<file path="src/dps_regs.svh">
// constants of the dual-port command scheduler
`ifndef DPS_REGS_SVH
`define DPS_REGS_SVH
`define DPS_CH_NUM 4
`define DPS_ADDR_W 21
`define DPS_BANK_W 3
`define DPS_NOP_W 4
`define DPS_RD2WR_NOPS 4'h8
`define DPS_WR2RD_NOPS 4'h4
`define DPS_COLL_NOPS 4'h4
`define DPS_EDGE_RISE 1'b0
`define DPS_EDGE_FALL 1'b1
`endif

</file>
<file path="src/dps_pkg.sv">
// types of the dual-port command scheduler
`default_nettype none
`include "dps_regs.svh"
package dps_pkg;
  typedef enum logic [1:0] {
    DPS_CMD_NOP = 2'h0,
    DPS_CMD_RSVD = 2'h1,
    DPS_CMD_RD = 2'h2,
    DPS_CMD_WR = 2'h3
  } dps_cmd_t;
  typedef enum logic [1:0] {DPS_DIR_IDLE, DPS_DIR_RD, DPS_DIR_WR} dps_dir_t;
  typedef dps_cmd_t [`DPS_CH_NUM-1:0] dps_cmd_set_t;
  typedef logic [`DPS_CH_NUM-1:0][`DPS_ADDR_W-1:0] dps_addr_set_t;
  typedef struct packed {
    logic edge_fall;
    dps_cmd_t cmd;
    logic [`DPS_ADDR_W-1:0] addr;
  } dps_slot_t;
endpackage
`default_nettype wire

</file>
<file path="src/dps_slot_if.sv">
// slot stream between scheduler and output buffer
`timescale 1ns/1ps
`default_nettype none
interface dps_slot_if;
  import dps_pkg::*;
  logic in_valid;
  logic in_ready;
  dps_slot_t in_slot;
  logic out_valid;
  logic out_ready;
  dps_slot_t out_slot;
  modport sched (output in_valid, output in_slot, input in_ready);
  modport buf_side (input in_valid, input in_slot, output in_ready,
                    output out_valid, output out_slot, input out_ready);
endinterface
`default_nettype wire
</file>
<file path="src/dps_sched.sv">
// dual-port four-lane command scheduler toward the memory command slots
`include "dps_regs.svh"
`timescale 1ns/1ps
`default_nettype none
module dps_sched (
  input wire logic clk,
  input wire logic rst,
  input wire logic port_a_en,
  input wire dps_pkg::dps_cmd_set_t port_a_cmd,
  input wire dps_pkg::dps_addr_set_t port_a_location,
  output logic port_a_ready,
  input wire logic port_b_en,
  input wire dps_pkg::dps_cmd_set_t port_b_cmd,
  input wire dps_pkg::dps_addr_set_t port_b_location,
  output logic port_b_ready,
  output logic mem_valid,
  output logic mem_edge_fall,
  output dps_pkg::dps_cmd_t mem_cmd,
  output logic [`DPS_ADDR_W-1:0] mem_location,
  input wire logic mem_ready
);
  import dps_pkg::*;

  dps_slot_if slot ();

  logic [1:0] en;
  dps_cmd_set_t new_cmd [2];
  dps_addr_set_t new_addr [2];
  logic [1:0] acc;
  logic [1:0] act_d;
  logic [1:0] act_q;
  logic [1:0] rdy_q;
  logic [1:0] idx_q [2];
  logic [`DPS_NOP_W-1:0] nop_q [2];
  dps_dir_t dir_q [2];
  dps_cmd_set_t cmd_q [2];
  dps_addr_set_t addr_q [2];
  logic turn_q;
  logic fair_q;
  logic fire;
  logic [`DPS_CH_NUM-1:0] hit_new;
  logic [`DPS_CH_NUM-1:0] hit_late;
  logic coll_new;
  logic coll_late;
  logic [`DPS_NOP_W-1:0] load_nop [2];
  dps_slot_t emit [2];
  logic [1:0] my_fire;
  logic [1:0] step_adv;
  logic [1:0] step_dec;
  logic [1:0] step_turn;
  logic [`DPS_NOP_W-1:0] turn_nop [2];
  dps_dir_t turn_dir [2];

  assign en = {port_b_en, port_a_en};
  assign new_cmd[0] = port_a_cmd;
  assign new_cmd[1] = port_b_cmd;
  assign new_addr[0] = port_a_location;
  assign new_addr[1] = port_b_location;
  assign acc = en & rdy_q;
  assign port_a_ready = rdy_q[0];
  assign port_b_ready = rdy_q[1];

  // lane-wise bank compare; a no-op lane touches no bank
  for (genvar c = 0; c < `DPS_CH_NUM; c++) begin : g_lane
    logic a_use;
    logic b_use;
    logic bh_use;
    assign a_use = (port_a_cmd[c] == DPS_CMD_RD) || (port_a_cmd[c] == DPS_CMD_WR);
    assign b_use = (port_b_cmd[c] == DPS_CMD_RD) || (port_b_cmd[c] == DPS_CMD_WR);
    assign bh_use = (cmd_q[1][c] == DPS_CMD_RD) || (cmd_q[1][c] == DPS_CMD_WR);
    assign hit_new[c] = a_use && b_use &&
      (port_a_location[c][`DPS_BANK_W-1:0] == port_b_location[c][`DPS_BANK_W-1:0]);
    assign hit_late[c] = a_use && bh_use &&
      (port_a_location[c][`DPS_BANK_W-1:0] == addr_q[1][c][`DPS_BANK_W-1:0]);
  end

  assign coll_new = acc[0] && acc[1] && (|hit_new);
  // fairness: once B has been postponed, A yields to the held B set when its new set hits a bank held by B
  assign coll_late = fair_q && acc[0] && act_q[1] && (|hit_late);
  assign load_nop[0] = coll_late ? `DPS_COLL_NOPS : '0;
  assign load_nop[1] = coll_new ? `DPS_COLL_NOPS : '0;

  // slots alternate A/B; a port with nothing to send fills its slot with a no-op
  assign slot.in_valid = |act_q;
  assign slot.in_slot = emit[turn_q];
  assign fire = slot.in_valid && slot.in_ready;

  for (genvar p = 0; p < 2; p++) begin : g_port
    dps_cmd_t cur;
    dps_slot_t em;
    logic s_adv;
    logic s_dec;
    logic s_turn;
    logic [`DPS_NOP_W-1:0] t_nop;
    dps_dir_t t_dir;
    logic a_nxt;
    assign cur = cmd_q[p][idx_q[p]];
    assign my_fire[p] = fire && (turn_q == 1'(p));
    // locals keep each combinational process the only writer of what it computes
    assign emit[p] = em;
    assign step_adv[p] = s_adv;
    assign step_dec[p] = s_dec;
    assign step_turn[p] = s_turn;
    assign turn_nop[p] = t_nop;
    assign turn_dir[p] = t_dir;
    assign act_d[p] = a_nxt;

    always_comb begin
      em.edge_fall = (p == 1) ? `DPS_EDGE_FALL : `DPS_EDGE_RISE;
      em.cmd = DPS_CMD_NOP;
      em.addr = '0;
      s_adv = 1'b0;
      s_dec = 1'b0;
      s_turn = 1'b0;
      t_nop = '0;
      t_dir = dir_q[p];
      if (act_q[p]) begin
        if (nop_q[p] != '0) begin
          s_dec = 1'b1;
        end else if (cur == DPS_CMD_WR && dir_q[p] == DPS_DIR_RD) begin
          s_turn = 1'b1;
          t_nop = `DPS_RD2WR_NOPS - 4'h1;
          t_dir = DPS_DIR_WR;
        end else if (cur == DPS_CMD_RD && dir_q[p] == DPS_DIR_WR) begin
          s_turn = 1'b1;
          t_nop = `DPS_WR2RD_NOPS - 4'h1;
          t_dir = DPS_DIR_RD;
        end else begin
          s_adv = 1'b1;
          // the reserved code is never sent; it goes out as a no-op
          if (cur == DPS_CMD_RD || cur == DPS_CMD_WR) begin
            em.cmd = cur;
            em.addr = addr_q[p][idx_q[p]];
            t_dir = (cur == DPS_CMD_WR) ? DPS_DIR_WR : DPS_DIR_RD;
          end
        end
      end
    end

    always_comb begin
      a_nxt = act_q[p];
      if (my_fire[p] && s_adv && idx_q[p] == 2'h3) begin
        a_nxt = 1'b0;
      end
      if (acc[p]) begin
        a_nxt = 1'b1;
      end
    end

    always_ff @(posedge clk or posedge rst) begin
      if (rst) begin
        act_q[p] <= 1'b0;
        rdy_q[p] <= 1'b1;
      end else begin
        act_q[p] <= act_d[p];
        rdy_q[p] <= ~act_d[p];
      end
    end

    always_ff @(posedge clk or posedge rst) begin
      if (rst) begin
        cmd_q[p] <= '{default: DPS_CMD_NOP};
        addr_q[p] <= '0;
      end else if (acc[p]) begin
        cmd_q[p] <= new_cmd[p];
        addr_q[p] <= new_addr[p];
      end
    end

    always_ff @(posedge clk or posedge rst) begin
      if (rst) begin
        idx_q[p] <= 2'h0;
        nop_q[p] <= '0;
        dir_q[p] <= DPS_DIR_IDLE;
      end else begin
        if (acc[p]) begin
          idx_q[p] <= 2'h0;
          nop_q[p] <= load_nop[p];
        end else if (my_fire[p]) begin
          if (step_dec[p]) begin
            nop_q[p] <= nop_q[p] - 4'h1;
          end else if (step_turn[p]) begin
            nop_q[p] <= turn_nop[p];
          end else if (step_adv[p]) begin
            idx_q[p] <= idx_q[p] + 2'h1;
          end
        end
        if (my_fire[p]) begin
          dir_q[p] <= turn_dir[p];
        end
      end
    end
  end

  always_ff @(posedge clk or posedge rst) begin
    if (rst) begin
      turn_q <= 1'b0;
    end else if (fire) begin
      turn_q <= ~turn_q;
    end
  end

  always_ff @(posedge clk or posedge rst) begin
    if (rst) begin
      fair_q <= 1'b0;
    end else if (coll_new) begin
      fair_q <= 1'b1;
    end else if (!act_d[1]) begin
      fair_q <= 1'b0;
    end
  end

  dps_slot_buf u_buf (
    .clk(clk),
    .rst(rst),
    .s(slot.buf_side)
  );

  // the output register reloads whenever it is empty or being emptied; the pop must follow the same condition
  assign slot.out_ready = !mem_valid || mem_ready;

  always_ff @(posedge clk or posedge rst) begin
    if (rst) begin
      mem_valid <= 1'b0;
      mem_edge_fall <= 1'b0;
      mem_cmd <= DPS_CMD_NOP;
      mem_location <= '0;
    end else if (!mem_valid || mem_ready) begin
      mem_valid <= slot.out_valid;
      mem_edge_fall <= slot.out_slot.edge_fall;
      mem_cmd <= slot.out_slot.cmd;
      mem_location <= slot.out_slot.addr;
    end
  end
endmodule // dps_sched
`default_nettype wire

</file>
<file path="src/dps_slot_buf.sv">
// two-entry slot buffer with registered outputs
`timescale 1ns/1ps
`default_nettype none
module dps_slot_buf (
  input wire logic clk,
  input wire logic rst,
  dps_slot_if.buf_side s
);
  import dps_pkg::*;
  dps_slot_t ent_q [2];
  logic [1:0] cnt_q;
  logic push;
  logic pop;

  assign push = s.in_valid && s.in_ready;
  assign pop = s.out_valid && s.out_ready;
  // ready depends on the count alone, never on the receiver in the same cycle; the second entry absorbs a stall
  assign s.in_ready = (cnt_q != 2'h2);
  assign s.out_valid = (cnt_q != 2'h0);
  assign s.out_slot = ent_q[0];

  always_ff @(posedge clk or posedge rst) begin
    if (rst) begin
      cnt_q <= 2'h0;
    end else begin
      cnt_q <= 2'(cnt_q + {1'b0, push} - {1'b0, pop});
    end
  end

  always_ff @(posedge clk or posedge rst) begin
    if (rst) begin
      ent_q[0] <= '0;
      ent_q[1] <= '0;
    end else begin
      if (pop) begin
        ent_q[0] <= (cnt_q == 2'h2) ? ent_q[1] : s.in_slot;
        if (push && cnt_q == 2'h2) begin
          ent_q[1] <= s.in_slot;
        end
      end else if (push) begin
        if (cnt_q == 2'h0) begin
          ent_q[0] <= s.in_slot;
        end else begin
          ent_q[1] <= s.in_slot;
        end
      end
    end
  end
endmodule // dps_slot_buf
`default_nettype wire

</file>
<file path="config.mk">
export PLATFORM = sky130hd
export DESIGN_NAME = dps_sched
export DESIGN_NICKNAME = d
export VERILOG_FILES = /design/src/dps_pkg.sv /design/src/dps_slot_if.sv /design/src/dps_sched.sv /design/src/dps_slot_buf.sv
export VERILOG_INCLUDE_DIRS = /design/src
export SDC_FILE = /design/constraint.sdc
export NUM_CORES = 1
export LEC_CHECK = 0
export ABC_AREA = 1
export BUFFER_PORTS_ARGS = -buffer_cell sky130_fd_sc_hd__clkbuf_2
export CORE_ASPECT_RATIO = 0.7
export CORE_UTILIZATION = 34
export CTS_CLUSTER_DIAMETER = 40
export DETAILED_ROUTE_END_ITERATION = 8
export PLACE_DENSITY = 0.51
export SLEW_MARGIN = 10
export SYNTH_ARGS = -nofsm -noshare
export SYNTH_HDL_FRONTEND = slang
export SYNTH_SLANG_ARGS = --single-unit
</file>
<file path="constraint.sdc">
create_clock -name clk -period 13.5 [get_ports clk]
set_clock_uncertainty 0.2 [all_clocks]
set_input_delay 2.7 -clock clk [delete_from_list [all_inputs] [get_ports clk]]
set_output_delay 2.7 -clock clk [all_outputs]
set_load 0.01 [all_outputs]
</file>
==> summary.md, run 1 <==
| Metric | Value |
|---|---|
| Final critical path time including I/O delays and setup | `between 4 and 5 ns` |
| Worst-case vdd ir drop | `0.0000951 V` |
| Number of setup buffers added after CTS | `0` |
| Final non-filler cell total | `between 2000 and 3000` |
| Reported net switching power | `between 1.5 and 2 mW` |
| Antenna cell count | `0` |
| TritonCTS Buffers | `42` |
| Global-route usage over all layers | `0.204` |
| Leakage power summed over all cells | `a little under 9 nW` |
| Final routed wire length divided by cell count | `16.2 um` |
| Vias after detailed routing | `between 10000 and 15000` |
| Highest attainable clock frequency | `between 200 and 250 MHz` |
| Input/output buffers | `215` |
| Clock root buffer | `sky130_fd_sc_hd__clkbuf_16` |
| Detailed-placement wirelength estimate | `approximately 28 mm` |
| Area of the mapped netlist | `~0.014 sq mm` |
| Critical path class | `in2reg` |
| Flop2flop setup slack | `9.95 ns` |
| Die boundary width | `~240 um` |
| Gp weighted congestion | `~0.85` |
| Number of nets in the layout | `~2200` |
| Clock latency on the worst-skew pair | `roughly 0.55 ns` |
| Maximum number of pins on one net before global-route repair | `130` |
| Pwr dens | `about 240 mW/mm^2` |
| Most common library cell in the layout ignoring fill and taps | `sky130_fd_sc_hd__nand2_1` |
| Total nets after synthesis | `2003` |
| Flip-flop and latch count after synthesis | `about 280` |
| Vias in the first global route | `11500` |
| Type of origin of the critical path | `primary input` |
| Cells on Worst Hold Path | `2` |
| Minimum setup slack after placement | `between 8 and 9 ns` |
| Clock tree from TritonCTS | `built` |
| Worst min path class | `reg2reg` |
| Period utilization | `0.343` |
| Cell at the slowest stage of the critical path | `sky130_fd_sc_hd__buf_4` |
| Critical hold path startpoint | `addr_q[137]$_DFFE_PP0P_` |
| Register share of total power | `0.364` |
| Status | `complete, no violations` |
| Yosys cell types | `33` |
| Hold-fix buffers at CTS | `0` |
| Critical path data arrival time | `between 4 and 5 ns` |
| Number of cells upsized or downsized after cts | `0` |
| Crit. End Element | `register` |
| Worst Max-Slew Pin Slew | `a little over 1 ns` |
| Final Slew Violations | `0` |
| Layout-stage area growth over the synthesis result | `20.8%` |
| Commonest cells after routing, fill and taps aside | `sky130_fd_sc_hd__nand2_1, sky130_fd_sc_hd__dfrtp_1, sky130_fd_sc_hd__clkbuf_2, sky130_fd_sc_hd__o21ai_0, sky130_fd_sc_hd__inv_1` |
| Aggregate routed wire length | `41.2 mm` |
| Slew margin rel. | `0.324` |
| Setup slack of the critical path after layout | `between 8 and 9 ns` |
| Die area | `slightly above 0.04 sq mm` |
| Fraction of final layout cells with drive strength greater than 1 | `0.165` |
| Starting DRC count in detailed routing | `just over 900` |
| Final setup violating endpoints | `0` |
| Site Rows | `60` |
| Internal power | `between 2 and 2.5 mW` |
| Required @ worst endpoint | `13.68 ns` |
| Number of routed nets with antenna violations | `0` |
| # placed instances | `around 2500` |
| Synthesized area per cell | `about 7.5 sq um` |
| Pre-Repair DR Iteration Count | `5` |
| Starting density of the core | `0.349` |
| Logic pwr share | `0.353` |
| Antenna violations before repair | `0` |
| Origin of the worst setup path | `port_a_en` |
| Core area | `0.0389 sq mm` |
| Switching Fraction | `0.400` |
| Die outline height | `roughly 170 um` |
| Setup TNS | `0 ns` |
| Remaining routing DRC violations | `0` |
| Remaining global-route overflow | `0` |
| Most common cell on crit path | `sky130_fd_sc_hd__buf_4` |
| Critical Path, Cell by Cell | `clkbuf_2, nand2_2, buf_4, clkinv_2, buf_4, nand2_1, o21ai_0` |
| Via density per instance | `around 4.7` |
| Setup repair after global routing missed its margin | `false` |
| Global-route wire length before repair | `approximately 65 mm` |
| Clock sink total | `roughly 280` |
| Instance count of the mapped netlist | `1806` |
| Largest fanout on the critical path | `93` |
| Depth of the most critical reg-to-reg path | `10` |
| Maximum root-to-sink buffer count | `3` |
| Number of H-tree branching levels | `2` |
| Hold Vio Cnt, Final | `0` |
| Post-CTS clock slew at the launch and capture registers of the worst setup and hold paths | `0.05 ns` |
| Seq/Total Area, Yosys | `0.518` |
| Startpoint of the worst-slack reg-to-reg timing path | `idx_q[2]$_DFFE_PP0P_` |
| Yosys warns | `0` |
| Biggest cell delay along the critical path | `~0.71 ns` |
| Max-Cap Viols | `0` |
| Relative contribution of the clock network to total power | `0.283` |
| I/O pin total | `216` |
| Total power after layout | `3.87 mW` |
[state kept, by name, summed over array words and instances (netlist names)]
register	count
port_b_ready	1
cmd_q	16
act_q	2
port_a_ready	1
mem_valid	1
mem_location	21
mem_edge_fall	1
fair_q	1
nop_q	8
addr_q	168
u_buf.cnt_q	2
u_buf.s.out_slot	24
u_buf.ent_q	24
turn_q	1
mem_cmd	2
idx_q	4
dir_q	4
[per-layer routing]
layer / part of all wire / up-vias / global-route usage
met5: 0 / - / 0
met4: 0.013 / 0 / 0.0399
met3: 0.051 / 43 / 0.0384
met2: 0.42 / 267 / 0.290
met1: 0.51 / 5668 / 0.319
li1: - / 6058 / -
[area by class of cell]
class	count	area, sq um
repair buffers	228	1170
well taps	527	659
clock buffers	52	1170
clock inverters	25	250
fillers	4077	22500
inverters	130	503
flip-flops and latches	281	7040
multi-input cells	1296	5600
[path summary, 6_finish.rpt]
path,to
min reg2reg,addr_q[137]$_DFFE_PP0P_
max reg2reg,u_buf.s.out_slot[18]$_DFFE_PP0P_
max,addr_q[116]$_DFFE_PP0P_
min,addr_q[137]$_DFFE_PP0P_
min in group asynchronous,addr_q[65]$_DFFE_PP0P_
max in group asynchronous,mem_location[15]$_DFFE_PP0P_
[synthesized netlist by cell type]
library cell	instances	share of area
sky130_fd_sc_hd__nor3_4	1	0.0012
sky130_fd_sc_hd__xor2_1	6	0.0039
sky130_fd_sc_hd__buf_1	6	0.0017
sky130_fd_sc_hd__o21a_1	1	0.00055
sky130_fd_sc_hd__inv_2	8	0.0022
sky130_fd_sc_hd__o22ai_1	7	0.0032
sky130_fd_sc_hd__nor2_4	1	0.00083
sky130_fd_sc_hd__o21ai_0	181	0.067
sky130_fd_sc_hd__clkinv_1	1	0.00028
sky130_fd_sc_hd__nor2_2	5	0.0023
sky130_fd_sc_hd__ha_1	8	0.0074
sky130_fd_sc_hd__a31oi_1	1	0.00046
sky130_fd_sc_hd__dfrtp_1	279	0.51
sky130_fd_sc_hd__nand2_2	3	0.0014
sky130_fd_sc_hd__xnor2_1	6	0.0039
sky130_fd_sc_hd__nand4_1	49	0.023
sky130_fd_sc_hd__nor2_1	103	0.028
sky130_fd_sc_hd__clkbuf_1	55	0.015
sky130_fd_sc_hd__nand2_1	788	0.22
sky130_fd_sc_hd__buf_4	1	0.00055
sky130_fd_sc_hd__inv_1	119	0.033
sky130_fd_sc_hd__dfstp_2	2	0.0039
sky130_fd_sc_hd__o21bai_1	2	0.0011
sky130_fd_sc_hd__nor3b_1	1	0.00055
sky130_fd_sc_hd__nand3_1	53	0.020
sky130_fd_sc_hd__o211ai_1	1	0.00055
sky130_fd_sc_hd__buf_6	4	0.0033
sky130_fd_sc_hd__a21oi_1	51	0.019
sky130_fd_sc_hd__o21ai_1	20	0.0074
sky130_fd_sc_hd__nand3_2	2	0.0015
sky130_fd_sc_hd__buf_2	33	0.012
sky130_fd_sc_hd__inv_4	2	0.00092
sky130_fd_sc_hd__nor3_1	6	0.0022
[stage by stage]
step,utilization,hold slack (ns),area (sq um)
CTS,0.422,0.274,16400
finish,0.422,0.270,16400
detailed placement,0.385,0.259,15000
global route,0.422,0.285,16400
floorplan,-,0.242,13600
global placement,0.385,0.256,15000
[power groups by stage]
stage	clock network, mW	registers [mW]	logic [mW]
after CTS	1.12	1.41	1.38
after global placement	0	1.41	1.34
after floorplan	0	1.38	0.985
after global routing	1.16	1.45	1.57
after detailed placement	0	1.41	1.37
final	1.10	1.41	1.36
[worst max-delay path, delay by kind of cell]
kind	cells	cell delay, ns
compound gates	1	0.10
buf+inv	4	1.70
simple gates	2	0.20
[cells by family (layout without fill, tap and decap cells)]
kind of cell | count (synthesis) | count (layout) | synth area share
adders and majority gates | 8 | 8 | 0.00738
buffers and inverters | 229 | 435 | 0.0692
xor gates and xnor gates | 12 | 12 | 0.00774
and+or+nand+nor | 1012 | 1012 | 0.299
AOI/OAI and AO/OA | 264 | 264 | 0.0988
DFF | 281 | 281 | 0.518
Note: power is estimated with default switching activity, not from simulation.
==> inputs of run 2 (changes only) <==
--- a/config.mk
+++ b/config.mk
@@ -6,7 +6,7 @@
 export SDC_FILE = /design/constraint.sdc
 export NUM_CORES = 1
 export LEC_CHECK = 0
-export ABC_AREA = 1
+export ABC_AREA = 0
 export BUFFER_PORTS_ARGS = -buffer_cell sky130_fd_sc_hd__clkbuf_2
 export CORE_ASPECT_RATIO = 0.7
 export CORE_UTILIZATION = 34
==> constraint.sdc (replaced) <==
create_clock -name clk -period 4.6 [get_ports clk]
set_clock_uncertainty 0.2 [all_clocks]
set_input_delay 0.92 -clock clk [delete_from_list [all_inputs] [get_ports clk]]
set_output_delay 0.92 -clock clk [all_outputs]
set_load 0.01 [all_outputs]
==> run 2 against run 1 <==
Against the previous run:
- sequential power increased to 2.8 times the previous value
- combinational power is 110% higher
- critical path depth shrank 2
- global-route usage shrank 0.52 points
- clock power increased to 2.8 times the previous value
- register-to-register slack got worse by 8.4 ns
- area after synthesis shrank 7.6%
- design area decreased by 6.1%
- synthesized cell count is 27% lower
- critical path type is now reg2reg
==> summary.md, run 2 <==
| Metric | Value |
|---|---|
| Number of synthesized flops with an enable pin | `0` |
| Die outline height | `roughly 160 um` |
| Area share of the largest cell type after synthesis | `0.556` |
| Most used DFF post-synth | `sky130_fd_sc_hd__dfrtp_1` |
| Final setup violating endpoints | `0` |
| Final std cell area, no fill | `0.0154 sq mm` |
| Area of the mapped netlist | `approximately 0.013 sq mm` |
| Type of origin of the critical path | `register` |
| I/O pin total | `216` |
| Hold-fix buffers at CTS | `0` |
| Remaining global-route overflow | `0` |
| Leakage power summed over all cells | `a little under 8 nW` |
| Setup TNS | `0 ns` |
| Util after Layout | `0.426` |
| Global-route usage over all layers | `0.199` |
| Input/output buffers | `~220` |
| Worst min path class | `in2async` |
| Depth of the most critical reg-to-reg path | `5` |
| Biggest cell delay along the critical path | `0.84 ns` |
| Required @ worst endpoint | `approximately 4.8 ns` |
| Share of synthesized flip-flops with an asynchronous set or reset | `1.00` |
| Gp weighted congestion | `about 0.88` |
| Vias after detailed routing | `9753` |
| Layout-stage area growth over the synthesis result | `22.8%` |
| Number of routed nets with antenna violations | `0` |
| Period utilization | `0.667` |
| Pre-Repair DR Iteration Count | `5` |
| Number of flip-flops under the largest register name | `between 150 and 200` |
| Aggregate routed wire length | `between 30 and 40 mm` |
| Clock tree from TritonCTS | `built` |
| Via density per instance | `slightly below 5` |
| Startpoint of the worst-slack reg-to-reg timing path | `idx_q[0]$_DFFE_PP0P_` |
| Minimum hold slack | `roughly 0.11 ns` |
| Starting density of the core | `0.347` |
| Maximum number of pins on one net before global-route repair | `roughly 140` |
| Number of cells upsized or downsized after cts | `0` |
| Yosys cell types | `51` |
| Clock latency on the worst-skew pair | `between 0.5 and 0.6 ns` |
| Instance count of the mapped netlist | `between 1000 and 1500` |
| Core area | `0.0361 sq mm` |
| Detailed-placement wirelength estimate | `25.6 mm` |
| Number of nets in the layout | `roughly 1700` |
| Max-Cap Viols | `0` |
| Cell area after placement | `0.0141 sq mm` |
| Flip-flop and latch count after synthesis | `between 200 and 300` |
| Number of setup buffers added after CTS | `0` |
| Flop2flop setup slack | `between 1.5 and 2 ns` |
| Register with the highest flop count | `addr_q` |
| Remaining routing DRC violations | `0` |
| Synthesized area per cell | `approximately 9.5 sq um` |
| Die boundary width | `around 230 um` |
| Highest attainable clock frequency | `about 330 MHz` |
| Total nets after synthesis | `about 1500` |
| Number of H-tree branching levels | `2` |
| Most common library cell in the layout ignoring fill and taps | `sky130_fd_sc_hd__nand2_1` |
| Yosys warns | `0` |
| Post-CTS clock slew at the launch and capture registers of the worst setup and hold paths | `0.06 ns` |
| Top-count cell post-synth | `sky130_fd_sc_hd__nand2_1` |
| Leading cell types by total area after synthesis | `sky130_fd_sc_hd__dfrtp_1, sky130_fd_sc_hd__nand2_1, sky130_fd_sc_hd__mux4_2, sky130_fd_sc_hd__a22oi_1, sky130_fd_sc_hd__o21ai_0` |
| Final critical path time including I/O delays and setup | `between 3 and 4 ns` |
| Clock sink total | `~280` |
| Critical Path, Cell by Cell | `mux4_2, mux2i_2, nor2_2, a22oi_1, o21ai_0` |
| Largest fanout on the critical path | `23` |
| TritonCTS Buffers | `39` |
| Maximum root-to-sink buffer count | `3` |
| Vias in the first global route | `9682` |
| Worst-case vdd ir drop | `between 0.0002 and 0.00025 V` |
| Synth cell count leaders | `sky130_fd_sc_hd__nand2_1, sky130_fd_sc_hd__dfrtp_1, sky130_fd_sc_hd__clkbuf_1` |
| Crit. End Element | `register` |
| Slew margin rel. | `0.258` |
| Pwr dens | `between 600 and 700 mW/mm^2` |
| Antenna violations before repair | `1` |
| Cell taking the most area after synthesis | `sky130_fd_sc_hd__dfrtp_1` |
| Global-route wire length before repair | `between 50 and 60 mm` |
| Fraction of final layout cells with drive strength greater than 1 | `0.237` |
| Hold Vio Cnt, Final | `0` |
| Setup repair after global routing missed its margin | `false` |
| Die area | `about 0.038 sq mm` |
| Seq/Total Area, Yosys | `0.561` |
| Status | `complete, no violations` |
| Final Slew Violations | `0` |
| Starting DRC count in detailed routing | `roughly 730` |
| Final routed wire length divided by cell count | `between 15 and 20 um` |
| R2R Path End | `u_buf.s.out_slot[11]$_DFFE_PP0P_` |
| Commonest cells after routing, fill and taps aside | `sky130_fd_sc_hd__nand2_1, sky130_fd_sc_hd__dfrtp_1, sky130_fd_sc_hd__clkbuf_2, sky130_fd_sc_hd__o21ai_0, sky130_fd_sc_hd__mux4_2` |
| Critical path class | `reg2reg` |
| Worst Max-Slew Pin Slew | `approximately 1.1 ns` |
| Critical path data arrival time | `approximately 3.3 ns` |
| Cell at the slowest stage of the critical path | `sky130_fd_sc_hd__nor2_2` |
| Site Rows | `58` |
| Clock root buffer | `sky130_fd_sc_hd__clkbuf_16` |
run 2: changes by cell type after synthesis, moves of 8 or more:
cell / delta
sky130_fd_sc_hd__nor4_1: +9
sky130_fd_sc_hd__inv_1: -108
sky130_fd_sc_hd__nor2_1: -79
sky130_fd_sc_hd__inv_2: -8
sky130_fd_sc_hd__mux4_2: +46
sky130_fd_sc_hd__a21oi_1: -44
sky130_fd_sc_hd__nand3_1: -49
sky130_fd_sc_hd__nand4_1: -43
sky130_fd_sc_hd__xor2_1: +19
sky130_fd_sc_hd__nand2_1: -121
sky130_fd_sc_hd__buf_2: -27
sky130_fd_sc_hd__o21ai_1: -19
sky130_fd_sc_hd__o21ai_0: -132
sky130_fd_sc_hd__a22oi_1: +42
run 2: how the worst max path moves through the flow:
stage / depth (start not counted) / slack [ns] / startpoint / to
5_1_grt: 5 / 1.30 / idx_q[0]$_DFFE_PP0P_ / u_buf.s.out_slot[11]$_DFFE_PP0P_
6_report: 5 / 1.53 / idx_q[0]$_DFFE_PP0P_ / u_buf.s.out_slot[11]$_DFFE_PP0P_
3_3_place_gp: 5 / 1.63 / idx_q[0]$_DFFE_PP0P_ / u_buf.s.out_slot[12]$_DFFE_PP0P_
2_1_floorplan: 1 / -0.24 / rst / act_q[0]$_DFF_PP0_
3_5_place_dp: 5 / 1.55 / idx_q[0]$_DFFE_PP0P_ / u_buf.s.out_slot[0]$_DFFE_PP0P_
4_1_cts: 5 / 1.51 / idx_q[0]$_DFFE_PP0P_ / u_buf.ent_q[19]$_DFFE_PP0P_
run 2: cell families (layout without fill, tap and decap cells):
group | Yosys count | count (layout) | share of synthesized area
AOI/OAI and AO/OA | 115 | 115 | 0.0592
xor gates and xnor gates | 30 | 30 | 0.0209
adders and majority gates | 8 | 8 | 0.00798
buffers and inverters | 88 | 311 | 0.0290
DFF | 281 | 281 | 0.561
muxes | 56 | 56 | 0.0917
other | 0 | 1 | 0
and+or+nand+nor | 737 | 737 | 0.230
run 2: area by class of cell:
| class | instances | area [sq um] |
|---|---|---|
| Inverter | 11 | 45.0 |
| Fill cell | 3613 | 20700 |
| Clock buffer | 46 | 1040 |
| Sequential cell | 281 | 7040 |
| Clock inverter | 22 | 290 |
| Tap cell | 480 | 601 |
| Antenna cell | 1 | 2.50 |
| Multi-Input combinational cell | 946 | 5170 |
| Timing Repair Buffer | 232 | 1220 |
run 2: stage by stage:
step | setup WS (ns) | total power [mW] | cells
3_3_place_gp | 1.63 | 6.96 | 1950
6_report | 1.53 | 9.99 | 2019
4_1_cts | 1.51 | 10.1 | 2018
2_1_floorplan | -0.240 | 5.99 | 1315
5_1_grt | 1.30 | 10.7 | 2018
3_5_place_dp | 1.55 | 7.00 | 1950
run 2: routing by layer:
metal | global-route usage | part of all wire | vias to the layer above
li1 | - | - | 4716
met1 | 0.300 | 0.49 | 4746
met2 | 0.291 | 0.44 | 242
met3 | 0.0378 | 0.052 | 49
met4 | 0.0544 | 0.021 | 0
met5 | 0 | 0 | -
run 2: worst max-delay path, delay by kind of cell (launching register included):
family          cells  cell delay (ns)
mux                 2             0.83
compound gates      2             0.52
simple gates        1             0.84
flops               1             0.57
run 2: where the power goes:
part	total (mW)	switching (mW)	internal (mW)
logic	2.91	1.67	1.24
registers	4.01	0.602	3.40
clock network	3.07	1.16	1.92
